File: src/pkg/fpr_defines.svh
// named offsets, field positions, reset values and timing figures
// assumes inclusion by bare name from the drive and top design files
`ifndef FPR_DEFINES_SVH
`define FPR_DEFINES_SVH
// register indices; byte address is four times the index
`define FPR_IDX_RATE_R1   7'h5F
`define FPR_IDX_RATE_LOC  7'h60
`define FPR_IDX_RATE_R2   7'h61
`define FPR_IDX_REMOTE1_RAMP_RATE     7'h62
`define FPR_IDX_CTRL      7'h70
`define FPR_IDX_SRC0      7'h71
`define FPR_IDX_MIN0      7'h74
`define FPR_IDX_MAN0      7'h77
`define FPR_IDX_DUTY0     7'h7A
// field positions
`define FPR_RATE_LSB      0
`define FPR_FAST_BIT      3
`define FPR_RANGE_LSB     4
`define FPR_RAMP_LSB      0
`define FPR_SMOOTH_BIT    3
`define FPR_SYNC_BIT      4
`define FPR_FLOOR_LSB     5
`define FPR_LOCK_BIT      0
`define FPR_SLOW_BIT      1
// reset values
`define FPR_RATE_RST      8'hC4
`define FPR_REMOTE1_RAMP_RATE_RST     8'h00
`define FPR_SRC_RST       3'h4
`define FPR_MIN_RST       8'h80
`define FPR_MAN_RST       8'h00
// timing: sweep times in tenths of a second, low rates in tenths of a hertz, fast rate in hertz
`define FPR_CLK_HZ        125000000
`define FPR_SWEEP_FAST_DS 375
`define FPR_SWEEP_SLOW_DS 522
`define FPR_DUTY_STEPS    255
`define FPR_TOP_RATE_DHZ  882
`define FPR_PWM_STEPS     256
`define FPR_HF_HZ         25000
`endif

File: src/pkg/fpr_pkg.sv
// types and lookup tables shared by the drive-rate block
// assumes nothing beyond the defines header
package fpr_pkg;
  typedef enum logic [2:0] {
    FPR_SRC_REMOTE1 = 3'h0,
    FPR_SRC_LOCAL   = 3'h1,
    FPR_SRC_REMOTE2 = 3'h2,
    FPR_SRC_FULL    = 3'h3,
    FPR_SRC_OFF     = 3'h4,
    FPR_SRC_MAX_LR  = 3'h5,
    FPR_SRC_MAX_ALL = 3'h6,
    FPR_SRC_MANUAL  = 3'h7
  } fpr_src_t;
  typedef logic [7:0] fpr_duty_t;

  // duty steps per time slot for a ramp code
  function automatic fpr_duty_t fpr_ramp_step(input logic [2:0] code);
    fpr_duty_t tbl [8] = '{8'h01, 8'h02, 8'h03, 8'h04,
                           8'h08, 8'h0C, 8'h18, 8'h30};
    return tbl[code];
  endfunction

  // base ticks per pwm step; base tick runs at twice the top rate times 256 period steps
  function automatic logic [4:0] fpr_rate_div(input logic [2:0] code);
    logic [4:0] tbl [8] = '{5'h10, 5'h0C, 5'h08, 5'h06,
                            5'h05, 5'h04, 5'h03, 5'h02};
    return tbl[code];
  endfunction

  // duty sweep span in hundredths of a degree for a range code
  function automatic logic [15:0] fpr_span_cdeg(input logic [3:0] code);
    logic [15:0] tbl [16] = '{16'h00C8, 16'h00FA, 16'h014D, 16'h0190,
                              16'h01F4, 16'h029B, 16'h0320, 16'h03E8,
                              16'h0535, 16'h0640, 16'h07D0, 16'h0A6B,
                              16'h0C80, 16'h0FA0, 16'h14D5, 16'h1F40};
    return tbl[code];
  endfunction
endpackage

File: src/pkg/fpr_cfg_if.sv
// settings and ticks handed from the register block to one drive
// assumes one instance per fan output
`timescale 1ns/1ps
interface fpr_cfg_if;
  logic [2:0] rate_sel;
  logic       fast_sel;
  logic       smooth_on;
  logic [2:0] ramp_code;
  logic       slot_tick;
  logic       base_tick;
  logic       hf_tick;
  logic [7:0] target;
  logic [7:0] duty;
  modport ctl (output rate_sel, fast_sel, smooth_on, ramp_code,
               slot_tick, base_tick, hf_tick, target, input duty);
  modport drive (input rate_sel, fast_sel, smooth_on, ramp_code,
                 slot_tick, base_tick, hf_tick, target, output duty);
endinterface

File: src/fpr_drive.sv
// one fan output: duty ramp limiter and pwm waveform generator
// assumes ticks are one-cycle pulses from the register block
`timescale 1ns/1ps
`include "fpr_defines.svh"
module fpr_drive
  import fpr_pkg::*;
#(
  parameter int CNT_W = 8
) (
  // clock and reset
  input  wire logic clk_sys_i,
  input  wire logic resetn_i,
  // settings
  fpr_cfg_if.drive  cfg,
  // waveform
  output logic      pwm_o
);
  initial if (CNT_W != 8) $error("fpr_drive: CNT_W must be 8");

  logic [4:0]      pre;
  logic [CNT_W-1:0] cnt;
  logic            step_en;
  logic [7:0]      step;

  assign step = fpr_ramp_step(cfg.ramp_code);

  // duty follows target, or crawls toward it one slot at a time
  always_ff @(posedge clk_sys_i) begin
    if (!resetn_i) begin
      cfg.duty <= 8'h00;
    end else if (!cfg.smooth_on) begin
      cfg.duty <= cfg.target;
    end else if (cfg.slot_tick) begin
      if (cfg.target > cfg.duty) begin
        cfg.duty <= (cfg.target - cfg.duty > step) ?
                    8'(cfg.duty + step) : cfg.target;
      end else if (cfg.target < cfg.duty) begin
        cfg.duty <= (cfg.duty - cfg.target > step) ?
                    8'(cfg.duty - step) : cfg.target;
      end
    end
  end

  // prescaler picks one of eight low rates; fast mode bypasses it
  always_ff @(posedge clk_sys_i) begin
    if (!resetn_i || cfg.fast_sel) begin
      pre <= 5'h00;
    end else if (cfg.base_tick) begin
      pre <= (pre >= 5'(fpr_rate_div(cfg.rate_sel) - 5'h01)) ?
             5'h00 : 5'(pre + 5'h01);
    end
  end

  assign step_en = cfg.fast_sel ? cfg.hf_tick :
                   (cfg.base_tick &&
                    pre >= 5'(fpr_rate_div(cfg.rate_sel) - 5'h01));

  // period counter and compare; full scale forces a steady high
  always_ff @(posedge clk_sys_i) begin
    if (!resetn_i) begin
      cnt   <= '0;
      pwm_o <= 1'b0;
    end else begin
      if (step_en)
        cnt <= CNT_W'(cnt + 1'b1);
      pwm_o <= (cfg.duty == 8'hFF) || (cnt < cfg.duty);
    end
  end
endmodule

File: src/fpr_tick.sv
// free-running divider giving a one-cycle enable every DIV cycles
// assumes DIV of at least one
`timescale 1ns/1ps
module fpr_tick #(
  parameter int unsigned DIV_A = 2,
  parameter int unsigned DIV_B = 2
) (
  // clock and reset
  input  wire logic clk_sys_i,
  input  wire logic resetn_i,
  // choose the second period
  input  wire logic sel_b_i,
  // enable pulse
  output logic      tick_o
);
  initial if (DIV_A < 1 || DIV_B < 1) $error("fpr_tick: DIV below one");

  logic [31:0] cnt;
  logic [31:0] last;

  assign last = sel_b_i ? 32'(DIV_B - 1) : 32'(DIV_A - 1);

  // counter restarts on wrap; a period change takes effect at once
  always_ff @(posedge clk_sys_i) begin
    if (!resetn_i) begin
      cnt    <= 32'h0000_0000;
      tick_o <= 1'b0;
    end else begin
      tick_o <= (cnt >= last);
      cnt    <= (cnt >= last) ? 32'h0000_0000 : cnt + 32'h0000_0001;
    end
  end
endmodule

File: src/fpr_top.sv
// fan drive rate, range and acoustic smoothing configuration block
// assumes an apb master on the clock domain and upstream duty logic
// Summary of operation
// - three-bit rate field picks one of eight low rates, 35.3 Hz default
// - bit 3 selects fast drive for 4-wire fans, 3-wire extras ignored
// - upper nibble picks the temperature span of the duty slope
// - once lock is set, writes to the rate registers are ignored
// - a remote-1 governed output ramps toward new duty while smoothing is enabled, else it jumps
// - ramp codes give 1 to 48 steps per slot; slot length from slow bit
// - remote-1 ramp limiting only while smoothing enable bit is 1
// - bit 4 syncs speed inputs two, three, four to output three
// - bit 5 picks zero or minimum duty for output 1 below threshold
// - bit 6 picks zero or minimum duty for output 2 below threshold
// - source field picks controlling temperature or fixed mode
//
// Design decision made here: register access over APB.
`timescale 1ns/1ps
`include "fpr_defines.svh"
module fpr_top
  import fpr_pkg::*;
#(
  parameter int unsigned SLOT_FAST_CYC = int'(
    64'(`FPR_SWEEP_FAST_DS) * 64'(`FPR_CLK_HZ) /
    64'(10 * `FPR_DUTY_STEPS)),
  parameter int unsigned SLOT_SLOW_CYC = int'(
    64'(`FPR_SWEEP_SLOW_DS) * 64'(`FPR_CLK_HZ) /
    64'(10 * `FPR_DUTY_STEPS)),
  parameter int unsigned BASE_CYC = `FPR_CLK_HZ * 10 /
    (`FPR_TOP_RATE_DHZ * `FPR_PWM_STEPS * 2),
  parameter int unsigned HF_CYC = `FPR_CLK_HZ /
    (`FPR_HF_HZ * `FPR_PWM_STEPS),
  parameter int          ADDR_W = 10
) (
  // clock and reset
  input  wire logic              clk_sys_i,
  input  wire logic              resetn_i,
  // apb slave
  input  wire logic              psel_i,
  input  wire logic              penable_i,
  input  wire logic              pwrite_i,
  input  wire logic [ADDR_W-1:0] paddr_i,
  input  wire logic [31:0]       pwdata_i,
  output logic      [31:0]       prdata_o,
  output logic                   pready_o,
  output logic                   pslverr_o,
  // per temperature channel: remote 1, local, remote 2
  input  wire logic [2:0][7:0]   auto_duty_i,
  input  wire logic [2:0]        below_min_i,
  // fan drive outputs
  output logic                   fan_drive_one_o,
  output logic                   fan_drive_two_o,
  output logic                   fan_drive_three_o,
  // speed measurement sync to output three
  output logic                   speed_sync_o,
  // slope span per channel, hundredths of a degree
  output logic [2:0][15:0]       range_span_o,
  // lock state
  output logic                   lock_o
);
  localparam int NCH = 3;

  initial begin
    if (ADDR_W < 10)
      $error("fpr_top: ADDR_W too small for the map");
    if (SLOT_FAST_CYC < 1 || SLOT_SLOW_CYC < 1 || BASE_CYC < 1 ||
        HF_CYC < 1)
      $error("fpr_top: divider count below one");
  end

  // register storage
  logic [NCH-1:0][7:0] rate_reg;
  logic [7:0]          remote1_ramp_rate;
  logic                lock;
  logic                slow_sel;
  fpr_src_t            src_reg  [NCH];
  logic [NCH-1:0][7:0] min_reg;
  logic [NCH-1:0][7:0] man_reg;

  // per-output working signals
  logic [NCH-1:0][7:0] next_target;
  logic [NCH-1:0][7:0] target;
  logic [NCH-1:0][7:0] duty;
  logic [NCH-1:0]      pwm;

  // bus decode
  logic [6:0]          idx;
  logic                aligned;
  logic                hit;
  logic                wr_go;
  logic [31:0]         next_rdata;
  logic                next_hit;

  // shared enables
  logic                slot_tick;
  logic                base_tick;
  logic                hf_tick;

  assign idx     = paddr_i[8:2];
  assign aligned = (paddr_i[1:0] == 2'b00) &&
                   (paddr_i[ADDR_W-1:9] == '0);
  assign wr_go   = psel_i && penable_i && pready_o && pwrite_i && hit;

  // map lookup and read data, one cycle before the answer
  always_comb begin
    next_hit   = 1'b1;
    next_rdata = 32'h0000_0000;
    case (idx)
      `FPR_IDX_RATE_R1:  next_rdata[7:0] = rate_reg[0];
      `FPR_IDX_RATE_LOC: next_rdata[7:0] = rate_reg[1];
      `FPR_IDX_RATE_R2:  next_rdata[7:0] = rate_reg[2];
      `FPR_IDX_REMOTE1_RAMP_RATE:    next_rdata[7:0] = remote1_ramp_rate;
      `FPR_IDX_CTRL: begin
        next_rdata[`FPR_LOCK_BIT] = lock;
        next_rdata[`FPR_SLOW_BIT] = slow_sel;
      end
      default: begin
        next_hit = 1'b0;
        for (int i = 0; i < NCH; i++) begin
          if (idx == 7'(`FPR_IDX_SRC0 + i)) begin
            next_hit = 1'b1;
            next_rdata[2:0] = src_reg[i];
          end
          if (idx == 7'(`FPR_IDX_MIN0 + i)) begin
            next_hit = 1'b1;
            next_rdata[7:0] = min_reg[i];
          end
          if (idx == 7'(`FPR_IDX_MAN0 + i)) begin
            next_hit = 1'b1;
            next_rdata[7:0] = man_reg[i];
          end
          if (idx == 7'(`FPR_IDX_DUTY0 + i)) begin
            next_hit = 1'b1;
            next_rdata[7:0] = duty[i];
          end
        end
      end
    endcase
    if (!aligned) begin
      next_hit   = 1'b0;
      next_rdata = 32'h0000_0000;
    end
  end

  // one wait state: the first access cycle loads the answer
  always_ff @(posedge clk_sys_i) begin
    if (!resetn_i) begin
      pready_o  <= 1'b0;
      pslverr_o <= 1'b0;
      prdata_o  <= 32'h0000_0000;
      hit       <= 1'b0;
    end else if (psel_i && penable_i && !pready_o) begin
      pready_o  <= 1'b1;
      pslverr_o <= !next_hit;
      prdata_o  <= pwrite_i ? 32'h0000_0000 : next_rdata;
      hit       <= next_hit;
    end else begin
      pready_o  <= 1'b0;
      pslverr_o <= 1'b0;
      hit       <= 1'b0;
    end
  end

  // rate/range registers; frozen for good once lock is set
  always_ff @(posedge clk_sys_i) begin
    if (!resetn_i) begin
      rate_reg <= {NCH{`FPR_RATE_RST}};
    end else if (wr_go && !lock) begin
      for (int i = 0; i < NCH; i++)
        if (idx == 7'(`FPR_IDX_RATE_R1 + i))
          rate_reg[i] <= pwdata_i[7:0];
    end
  end

  // first acoustics register, also frozen by lock
  always_ff @(posedge clk_sys_i) begin
    if (!resetn_i)
      remote1_ramp_rate <= `FPR_REMOTE1_RAMP_RATE_RST;
    else if (wr_go && !lock && idx == `FPR_IDX_REMOTE1_RAMP_RATE)
      remote1_ramp_rate <= pwdata_i[7:0];
  end

  // lock only sets; reset is the sole way back
  always_ff @(posedge clk_sys_i) begin
    if (!resetn_i) begin
      lock     <= 1'b0;
      slow_sel <= 1'b0;
    end else if (wr_go && idx == `FPR_IDX_CTRL) begin
      lock     <= lock | pwdata_i[`FPR_LOCK_BIT];
      if (!lock)
        slow_sel <= pwdata_i[`FPR_SLOW_BIT];
    end
  end

  // source, minimum and manual duty per output
  always_ff @(posedge clk_sys_i) begin
    if (!resetn_i) begin
      for (int i = 0; i < NCH; i++)
        src_reg[i] <= fpr_src_t'(`FPR_SRC_RST);
      min_reg <= {NCH{`FPR_MIN_RST}};
      man_reg <= {NCH{`FPR_MAN_RST}};
    end else if (wr_go) begin
      for (int i = 0; i < NCH; i++) begin
        if (idx == 7'(`FPR_IDX_SRC0 + i))
          src_reg[i] <= fpr_src_t'(pwdata_i[2:0]);
        if (idx == 7'(`FPR_IDX_MIN0 + i))
          min_reg[i] <= pwdata_i[7:0];
        if (idx == 7'(`FPR_IDX_MAN0 + i))
          man_reg[i] <= pwdata_i[7:0];
      end
    end
  end

  // target duty from the chosen source, with the floor below threshold
  always_comb begin
    logic [7:0] val;
    logic       below;
    logic       autom;
    val   = 8'h00;
    below = 1'b0;
    autom = 1'b0;
    next_target = '0;
    for (int i = 0; i < NCH; i++) begin
      autom = 1'b1;
      case (src_reg[i])
        FPR_SRC_REMOTE1: begin
          val   = auto_duty_i[0];
          below = below_min_i[0];
        end
        FPR_SRC_LOCAL: begin
          val   = auto_duty_i[1];
          below = below_min_i[1];
        end
        FPR_SRC_REMOTE2: begin
          val   = auto_duty_i[2];
          below = below_min_i[2];
        end
        FPR_SRC_MAX_LR: begin
          val   = (auto_duty_i[1] > auto_duty_i[2]) ?
                  auto_duty_i[1] : auto_duty_i[2];
          below = below_min_i[1] && below_min_i[2];
        end
        FPR_SRC_MAX_ALL: begin
          val   = (auto_duty_i[1] > auto_duty_i[2]) ?
                  auto_duty_i[1] : auto_duty_i[2];
          val   = (auto_duty_i[0] > val) ? auto_duty_i[0] : val;
          below = &below_min_i;
        end
        FPR_SRC_FULL: begin
          autom = 1'b0;
          val   = 8'hFF;
          below = 1'b0;
        end
        FPR_SRC_MANUAL: begin
          autom = 1'b0;
          val   = man_reg[i];
          below = 1'b0;
        end
        default: begin                            // disabled output
          autom = 1'b0;
          val   = 8'h00;
          below = 1'b0;
        end
      endcase
      // floor bit per output selects zero or minimum duty
      if (autom && below)
        next_target[i] = remote1_ramp_rate[`FPR_FLOOR_LSB + i] ? min_reg[i] : 8'h00;
      else
        next_target[i] = val;
    end
  end

  // registered target keeps the ramp compare off the input paths
  always_ff @(posedge clk_sys_i) begin
    if (!resetn_i)
      target <= '0;
    else
      target <= next_target;
  end

  // ramp slot length: sweep time over full-scale duty steps
  fpr_tick #(
    .DIV_A (SLOT_FAST_CYC),
    .DIV_B (SLOT_SLOW_CYC)
  ) u_slot (
    .clk_sys_i (clk_sys_i),
    .resetn_i  (resetn_i),
    .sel_b_i   (slow_sel),
    .tick_o    (slot_tick)
  );

  // base step rate: twice the top low rate times the period steps
  fpr_tick #(
    .DIV_A (BASE_CYC),
    .DIV_B (BASE_CYC)
  ) u_base (
    .clk_sys_i (clk_sys_i),
    .resetn_i  (resetn_i),
    .sel_b_i   (1'b0),
    .tick_o    (base_tick)
  );

  // fast-drive step rate for 4-wire fans
  fpr_tick #(
    .DIV_A (HF_CYC),
    .DIV_B (HF_CYC)
  ) u_hf (
    .clk_sys_i (clk_sys_i),
    .resetn_i  (resetn_i),
    .sel_b_i   (1'b0),
    .tick_o    (hf_tick)
  );

  // one drive per output; output n follows rate register n
  for (genvar g = 0; g < NCH; g++) begin : g_out
    fpr_cfg_if cif ();
    assign cif.rate_sel  = rate_reg[g][`FPR_RATE_LSB +: 3];
    assign cif.fast_sel  = rate_reg[g][`FPR_FAST_BIT];
    // smoothing only for remote-1 governed outputs with enable set
    assign cif.smooth_on = remote1_ramp_rate[`FPR_SMOOTH_BIT] &&
                           (src_reg[g] == FPR_SRC_REMOTE1);
    assign cif.ramp_code = remote1_ramp_rate[`FPR_RAMP_LSB +: 3];
    assign cif.slot_tick = slot_tick;
    assign cif.base_tick = base_tick;
    assign cif.hf_tick   = hf_tick;
    assign cif.target    = target[g];
    assign duty[g]       = cif.duty;

    fpr_drive #(
      .CNT_W (8)
    ) u_drive (
      .clk_sys_i (clk_sys_i),
      .resetn_i  (resetn_i),
      .cfg       (cif.drive),
      .pwm_o     (pwm[g])
    );
  end

  // outputs straight from flops
  always_ff @(posedge clk_sys_i) begin
    if (!resetn_i) begin
      fan_drive_one_o   <= 1'b0;
      fan_drive_two_o   <= 1'b0;
      fan_drive_three_o <= 1'b0;
      speed_sync_o      <= 1'b0;
      lock_o            <= 1'b0;
    end else begin
      fan_drive_one_o   <= pwm[0];
      fan_drive_two_o   <= pwm[1];
      fan_drive_three_o <= pwm[2];
      speed_sync_o      <= remote1_ramp_rate[`FPR_SYNC_BIT];
      lock_o            <= lock;
    end
  end

  // slope span per channel for the upstream duty calculator
  always_ff @(posedge clk_sys_i) begin
    if (!resetn_i) begin
      for (int i = 0; i < NCH; i++)
        range_span_o[i] <= fpr_span_cdeg(
          4'(`FPR_RATE_RST >> `FPR_RANGE_LSB));
    end else begin
      for (int i = 0; i < NCH; i++)
        range_span_o[i] <= fpr_span_cdeg(rate_reg[i][`FPR_RANGE_LSB +: 4]);
    end
  end
endmodule

File: config.mk
export PLATFORM = sky130hd
export DESIGN_NAME = fpr_top
export DESIGN_NICKNAME = d
export VERILOG_FILES = /design/src/pkg/fpr_pkg.sv /design/src/pkg/fpr_cfg_if.sv /design/src/fpr_drive.sv /design/src/fpr_tick.sv /design/src/fpr_top.sv
export VERILOG_INCLUDE_DIRS = /design/src /design/src/pkg
export SDC_FILE = /design/constraint.sdc
export NUM_CORES = 1
export LEC_CHECK = 0
export BUFFER_PORTS_ARGS = -buffer_cell sky130_fd_sc_hd__buf_2
export CAP_MARGIN = 10
export CELL_PAD_IN_SITES_DETAIL_PLACEMENT = 0
export CELL_PAD_IN_SITES_GLOBAL_PLACEMENT = 1
export CORE_MARGIN = 10
export CORE_UTILIZATION = 35
export DETAILED_ROUTE_END_ITERATION = 8
export PLACE_DENSITY_LB_ADDON = 0.3
export SLEW_MARGIN = 30
export SYNTH_ARGS = -nofsm -noshare
export SYNTH_HDL_FRONTEND = slang
export SYNTH_SLANG_ARGS = --single-unit
File: constraint.sdc
create_clock -name clk_sys_i -period 12 [get_ports clk_sys_i]
set_clock_uncertainty 0.1 [all_clocks]
set_input_delay 2.4 -clock clk_sys_i [delete_from_list [all_inputs] [get_ports clk_sys_i]]
set_output_delay 2.4 -clock clk_sys_i [all_outputs]
set_load 0.05 [all_outputs]
---- Word level (Yosys, flattened, before mapping) ----
Memory sizes are Yosys's and may differ from the RTL's. A register that Yosys moved wholly into a read port is not among the register bits.
Index checks and enable logic that the tools add are counted.
operators by class
  magnitude comparators ................... 27
  div/mod/pow operators ................... 0
  muxes and demuxes ....................... 96
  bitwise gates (word level) .............. 14
  add/sub/neg operators ................... 24
  reductions and logical operators ........ 58
  shift-type cells ........................ 0
  multipliers ............................. 0
  equality and inequality tests ........... 44
operators by type and width
  operator                                               number
  2-to-1 mux 8 bit                                       38
  one-hot mux 8 bit (7 select lines)                     3
  equality test 7 bit, second input constant             17
  adder 32 x 1 -> 32 bit, second input constant          3
  > comparator 8 bit                                     11
  subtractor 8 bit                                       9
  less-than comparator 8 bit                             6
  2-to-1 mux 5 bit                                       9
  2-to-1 mux 1 bit                                       33
  >= comparator 32 x 12 -> 1 bit, second input constant  1
  >= comparator 32 bit                                   1
  >= comparator 32 x 5 -> 1 bit, second input constant   1
  2-to-1 mux 32 bit                                      1
  one-hot mux 6 bit (5 select lines)                     1
  AND reduction 2 bit                                    14
  equality test 3 bit, second input constant             9
  adder 8 x 1 -> 8 bit, second input constant            3
  adder 8 bit                                            3
  equality test 8 bit, second input constant             3
  2-to-1 mux 24 bit                                      1
  OR reduction 5 bit                                     4
  logical AND 1 bit                                      19
  equality test 3 x 2 -> 1 bit, second input constant    6
  2-to-1 mux 3 bit                                       6
  other kinds (19)                                       61
storage, ports and cells
  memories kept ........................... 8
  register bits after elaboration ......... 311
  output and inout port bits .............. 87
  bits in latches ......................... 0
  memory bits (read-only) ................. 952
  input port bits ......................... 74
  bits in writable memories ............... 9
  logic and storage cells ................. 313
memories
  memory            words  bits a word  read ports  clocked after Yosys merged registers in  wr ports  RTL line       RTL
  (name not given)  16     16           1           1                                        0         fpr_pkg.sv:36  return tbl[code];
  (name not given)  16     16           1           1                                        0         fpr_pkg.sv:36
  (name not given)  16     16           1           1                                        0         fpr_pkg.sv:36
  (name not given)  8      8            1           0                                        0         fpr_pkg.sv:20  return tbl[code];
  (name not given)  8      5            1           0                                        0         fpr_pkg.sv:27  return tbl[code];
  (name not given)  8      5            1           0                                        0         fpr_pkg.sv:27
  +2 memories       n/a    n/a          n/a         n/a                                      n/a       n/a

---- Longest topological paths before layout ----
  word-level depth ........................ 16
  depth in mapped cells ................... 20
  mapped depth without buffers ............ 18

---- By module ----
A second synthesis with hierarchy kept.
unflattened totals
  cells, all modules ...................... 2652
  area, all modules ....................... 22912.0 sq um
modules (own cells, without submodules)
  module             seq. area each (sq um)  area each (sq um)  instances  cells an instance
  fpr_top            3493.4                  10333.7            1          1230
  fpr_drive          440.4                   3007.9             3          368
  fpr_tick (u_slot)  660.6                   1694.1             1          166
  fpr_tick (u_base)  660.6                   1007.2             1          90
  fpr_tick (u_hf)    660.6                   853.3              1          62

---- Worst setup path after synthesis ----
No wires, ideal clock.
  path type ............................... input to register
  from .................................... input auto_duty_i[19] in the netlist's numbering
  to ...................................... register target, in the netlist g_out[1].cif.target[1]
  stages on the path ...................... 18
  setup time .............................. 0.122 ns
  slack ................................... 5.755 ns
  path buffers ............................ 1
  required time ........................... 11.778 ns
  arrival time ............................ 6.024 ns
  cells stage by stage .................... inv_1 -> ha_1 -> a21oi_1 -> nor2b_1 -> o311a_1 -> a2111oi_0 -> or2_2 -> buf_2 -> mux2i_1 -> ha_1 -> nand3_1 -> o21bai_1 -> a21o_1 -> a21oi_1 -> nor2b_1 -> o21ai_0 -> o21ai_0 -> a221o_1
on the way
  word-level cells in the longest chain between the ends .. 6
ends and longest elaborated chain
  item                                  RTL line                        RTL
  from (decl)                           fpr_top.sv:47                   input wire logic [2:0][7:0] auto_duty_i,
  > comparator 8 bit                    fpr_top.sv:238, fpr_top.sv:243
  2-to-1 mux 8 bit *                    fpr_top.sv:238, fpr_top.sv:243
  > comparator 8 bit                    fpr_top.sv:245                  val = (auto_duty_i[0] > val) ? auto_duty_i[0] : val;
  2-to-1 mux 8 bit                      fpr_top.sv:245
  one-hot mux 8 bit (7 select lines) *  fpr_top.sv:224                  case (src_reg[i])
  2-to-1 mux 8 bit *                    fpr_top.sv:265                  if (autom && below)
  to (signal assigned)                  fpr_top.sv:277                  target <= next_target;
  to (decl)                             fpr_top.sv:81                   logic [NCH-1:0][7:0] target;
Mark *: on every way between the ends. The rest lies on a longest branch, timed or not.
A chain may end at the register's enable or synchronous reset.

---- Final worst setup path ----
  from .................................... input auto_duty_i[19] in the netlist's numbering
  to ...................................... register target, in the netlist g_out[1].cif.target[4]
The elaborated chain is that of the path after synthesis.

==> impl_metrics.ini <==
[outcome]
status = finished clean

[synth]
synth_area_leaders = dfxtp_1, ha_1, nand2_1
synth_cell_types = 90
synth_top_area_share_pct = 30.49
synth_top_family_by_area = compound AO/OA/AOI/OAI gates
ys.warnings.count = 0
synthArstFlopShare_pct = 0
synth-simple-area-share_pct = 18.73
synth-seq-area-share_pct = 31.75
ys_seq_elements = 335
syn_area_um2 = 21410
synth_area_per_cell_um2 = 8.294
synth.area.mux_share_pct = 3.782
yosysMostFrequentCell = dfxtp_1
synth_enable_flop_cells = 9
synth_cells = 2581
synth_compound_gate_area_share_pct = 21.86
synth-xor-area-share_pct = 4.542
synth_area_leader_cell = dfxtp_1
synthTopCellsByCount = dfxtp_1, nand2_1, nor2_1, ha_1, a21oi_1
synth_ff_type = dfxtp_1
synth_adder_area_share_pct = 13.34

[hold_path]
hold_path_class = reg2reg
hp-start = g_out[2].u_drive.pwm_o

[cells_and_area]
area_delta_synth_final_pct = 11.54
finalNetCount = 2948
top_register = range_span_o
largest_reg_flops = 39
drive_gt1_share_pct = 8.358
antenna_cells = 0
fillers = 6118

[power_and_ir_drop]
p_total_mw = 2.834
powerDensity_nw_per_um2 = 118.7
irDropWorstVdd_uv = 87.22
p_leak_nw = 9.566

[clock_tree]
ctsLongestPathBuffers = 3
clk_latency_ns = 0.58
numCtsBuffers = 39
ctsResizeCount = 0
cts-root-buf = clkbuf_16
postCtsSetupRepairBufs = 0
cts.sinks = 335
cts_tree = done
postCtsHoldBufs = 0
clk_pin_slew_worst_paths_ns = 0.06
cts.htree.levels = 2

[worst_setup_path]
reg2reg_to = g_out[0].u_drive.cfg.duty[4]
cp_max_fo = 8
rrSetupSlack_ns = 7.16
rr_worst_depth = 14
cp-endpoint = g_out[1].cif.target[4]
r2r-start = g_out[0].u_drive.cfg.duty[1]
critPathLaunchType = input pin
crit_path_end_kind = flop
critical_path_class = in2reg
crit_start = auto_duty_i[19]
crit_required_ns = 12.35
crit_arrival_ns = 7.25

[timing]
finalCriticalPeriod_ns = 6.897
slew_violations = 0
rsz0062_at_grt = no
fin_crit_sh_pct = 57.48
fmax_mhz = 145.0
hold_viol = 0
fin_tns_setup_ns = 0
slew-limit-headroom_pct = 34.10
finalSetupViolCount = 0
worst-slew-pin-transition_ns = 0.9832

[floorplan]
start_util_pct = 35.40
fp.dieH_um = 267.3
io_pins = 161
row_count = 90
dieWidth_um = 267.3
core_area_um2 = 60470
die_area_um2 = 71450

[global_routing]
antenna_found_initial = 2
grt.overflow.total = 0
grt_max_degree = 68
grt_pass1_wl_um = 109000
grt_pass1_vias = 18740
gr-usage-all-layers_pct = 19.17

[route]
drt_iter0_markers = 1526
wl_per_cell_um = 20.33
first_pass_iters = 6
wl_um = 70370
num_vias = 19290
viasPerCell = 5.573
drc = 0
ant_nets = 0

[placement]
gp_congestion = 0.9125
io_buffers = 103
hpwl_um = 52550

[job]
cap_viol_max_count = 0
-- per-layer routing --
metal | GRT usage (%) | share of wire [%] | vias up
li1 | - | - | 9282
met4 | 5.144 | 2.2 | 0
met2 | 32.03 | 47 | 546
met5 | 0 | 0 | -
met1 | 25.39 | 46 | 9371
met3 | 2.724 | 5.3 | 95
-- final cells by class --
| cell class | instances | area [um2] | share of cell area [%] |
|---|---|---|---|
| Tap cell | 782 | 978.4 | 4.098 |
| Clock buffer | 51 | 1091 | 4.570 |
| Inverter | 123 | 464.2 | 1.944 |
| Multi-Input combinational cell | 2035 | 13720 | 57.47 |
| Clock inverter | 17 | 182.7 | 0.7651 |
| Timing Repair Buffer | 119 | 641.9 | 2.688 |
| Sequential cell | 335 | 6797 | 28.47 |
-- cells by family (layout without fill, tap and decap cells) --
kind of cell / after synthesis / after routing
AO/OA/AOI/OAI: 704 / 704
XOR/XNOR: 111 / 111
adder cells (fa/ha/maj): 221 / 221
buffers and inverters: 296 / 310
flip-flops: 335 / 335
multiplexers: 79 / 79
other: 1 / 86
AND/OR/NAND/NOR: 834 / 834
-- how the worst min path moves through the flow --
| stage | end | cells after the start |
|---|---|---|
| 2_1_floorplan | fan_drive_one_o | 1 |
| 3_3_place_gp | fan_drive_one_o | 1 |
| 3_5_place_dp | fan_drive_three_o | 1 |
| 4_1_cts | fan_drive_three_o | 1 |
| 5_1_grt | fan_drive_one_o | 1 |
| 6_report | fan_drive_three_o | 1 |
-- through the flow --
step	hold WS, ns	utilization (%)	instance area [um2]	setup WS (ns)	std cells
floorplan	0.3119	-	21720	5.755	2666
global placement	0.3206	37.26	22530	4.528	3393
detailed placement	0.3231	37.32	22570	4.568	3394
CTS	0.3394	39.43	23840	5.171	3462
global route	0.3572	39.48	23880	4.831	3462
finish	0.3319	39.48	23880	5.103	3462
-- cells in the final DEF, fill, tap and decap left out, drive strengths merged, types with 10 or more instances in the layout --
cell type	n
xor2	64
a31oi	49
o21bai	18
ha	209
nor3	49
nand2	244
a211oi	45
conb	86
a2111oi	12
xnor2	47
o21a	11
a22oi	23
nor4	17
and2	52
nand2b	30
o31ai	20
and3	23
nand4	44
inv	125
o22ai	13
buf	119
o211ai	22
fa	12
a21oi	165
dfxtp	326
nor2	219
mux2i	73
nand3	70
o21ai	156
nor2b	34
clkbuf	51
a221o	26
a21o	53
or2	10
o221ai	12
-- report_power, final --
part / total, mW / internal [mW] / switching (mW)
logic: 0.483 / 0.172 / 0.311
registers: 1.16 / 1.14 / 0.0229
clock network: 1.19 / 0.690 / 0.502
-- critical path: stages --
cell       delay [ns]
buf_2            0.13
inv_1            0.05
ha_1             0.29
a21oi_1          0.15
nor2b_1          0.07
o311a_1          0.32
a2111oi_0        0.52
or2_2            0.38
mux2i_1          0.54
ha_1             0.35
nand3_1          0.16
nor3_1           0.07
a21oi_1          0.44
nor2b_1          0.09
o21ai_0          0.70
o21ai_0          0.25
a221o_1          0.34
Note: power is estimated with default switching activity, not from simulation.
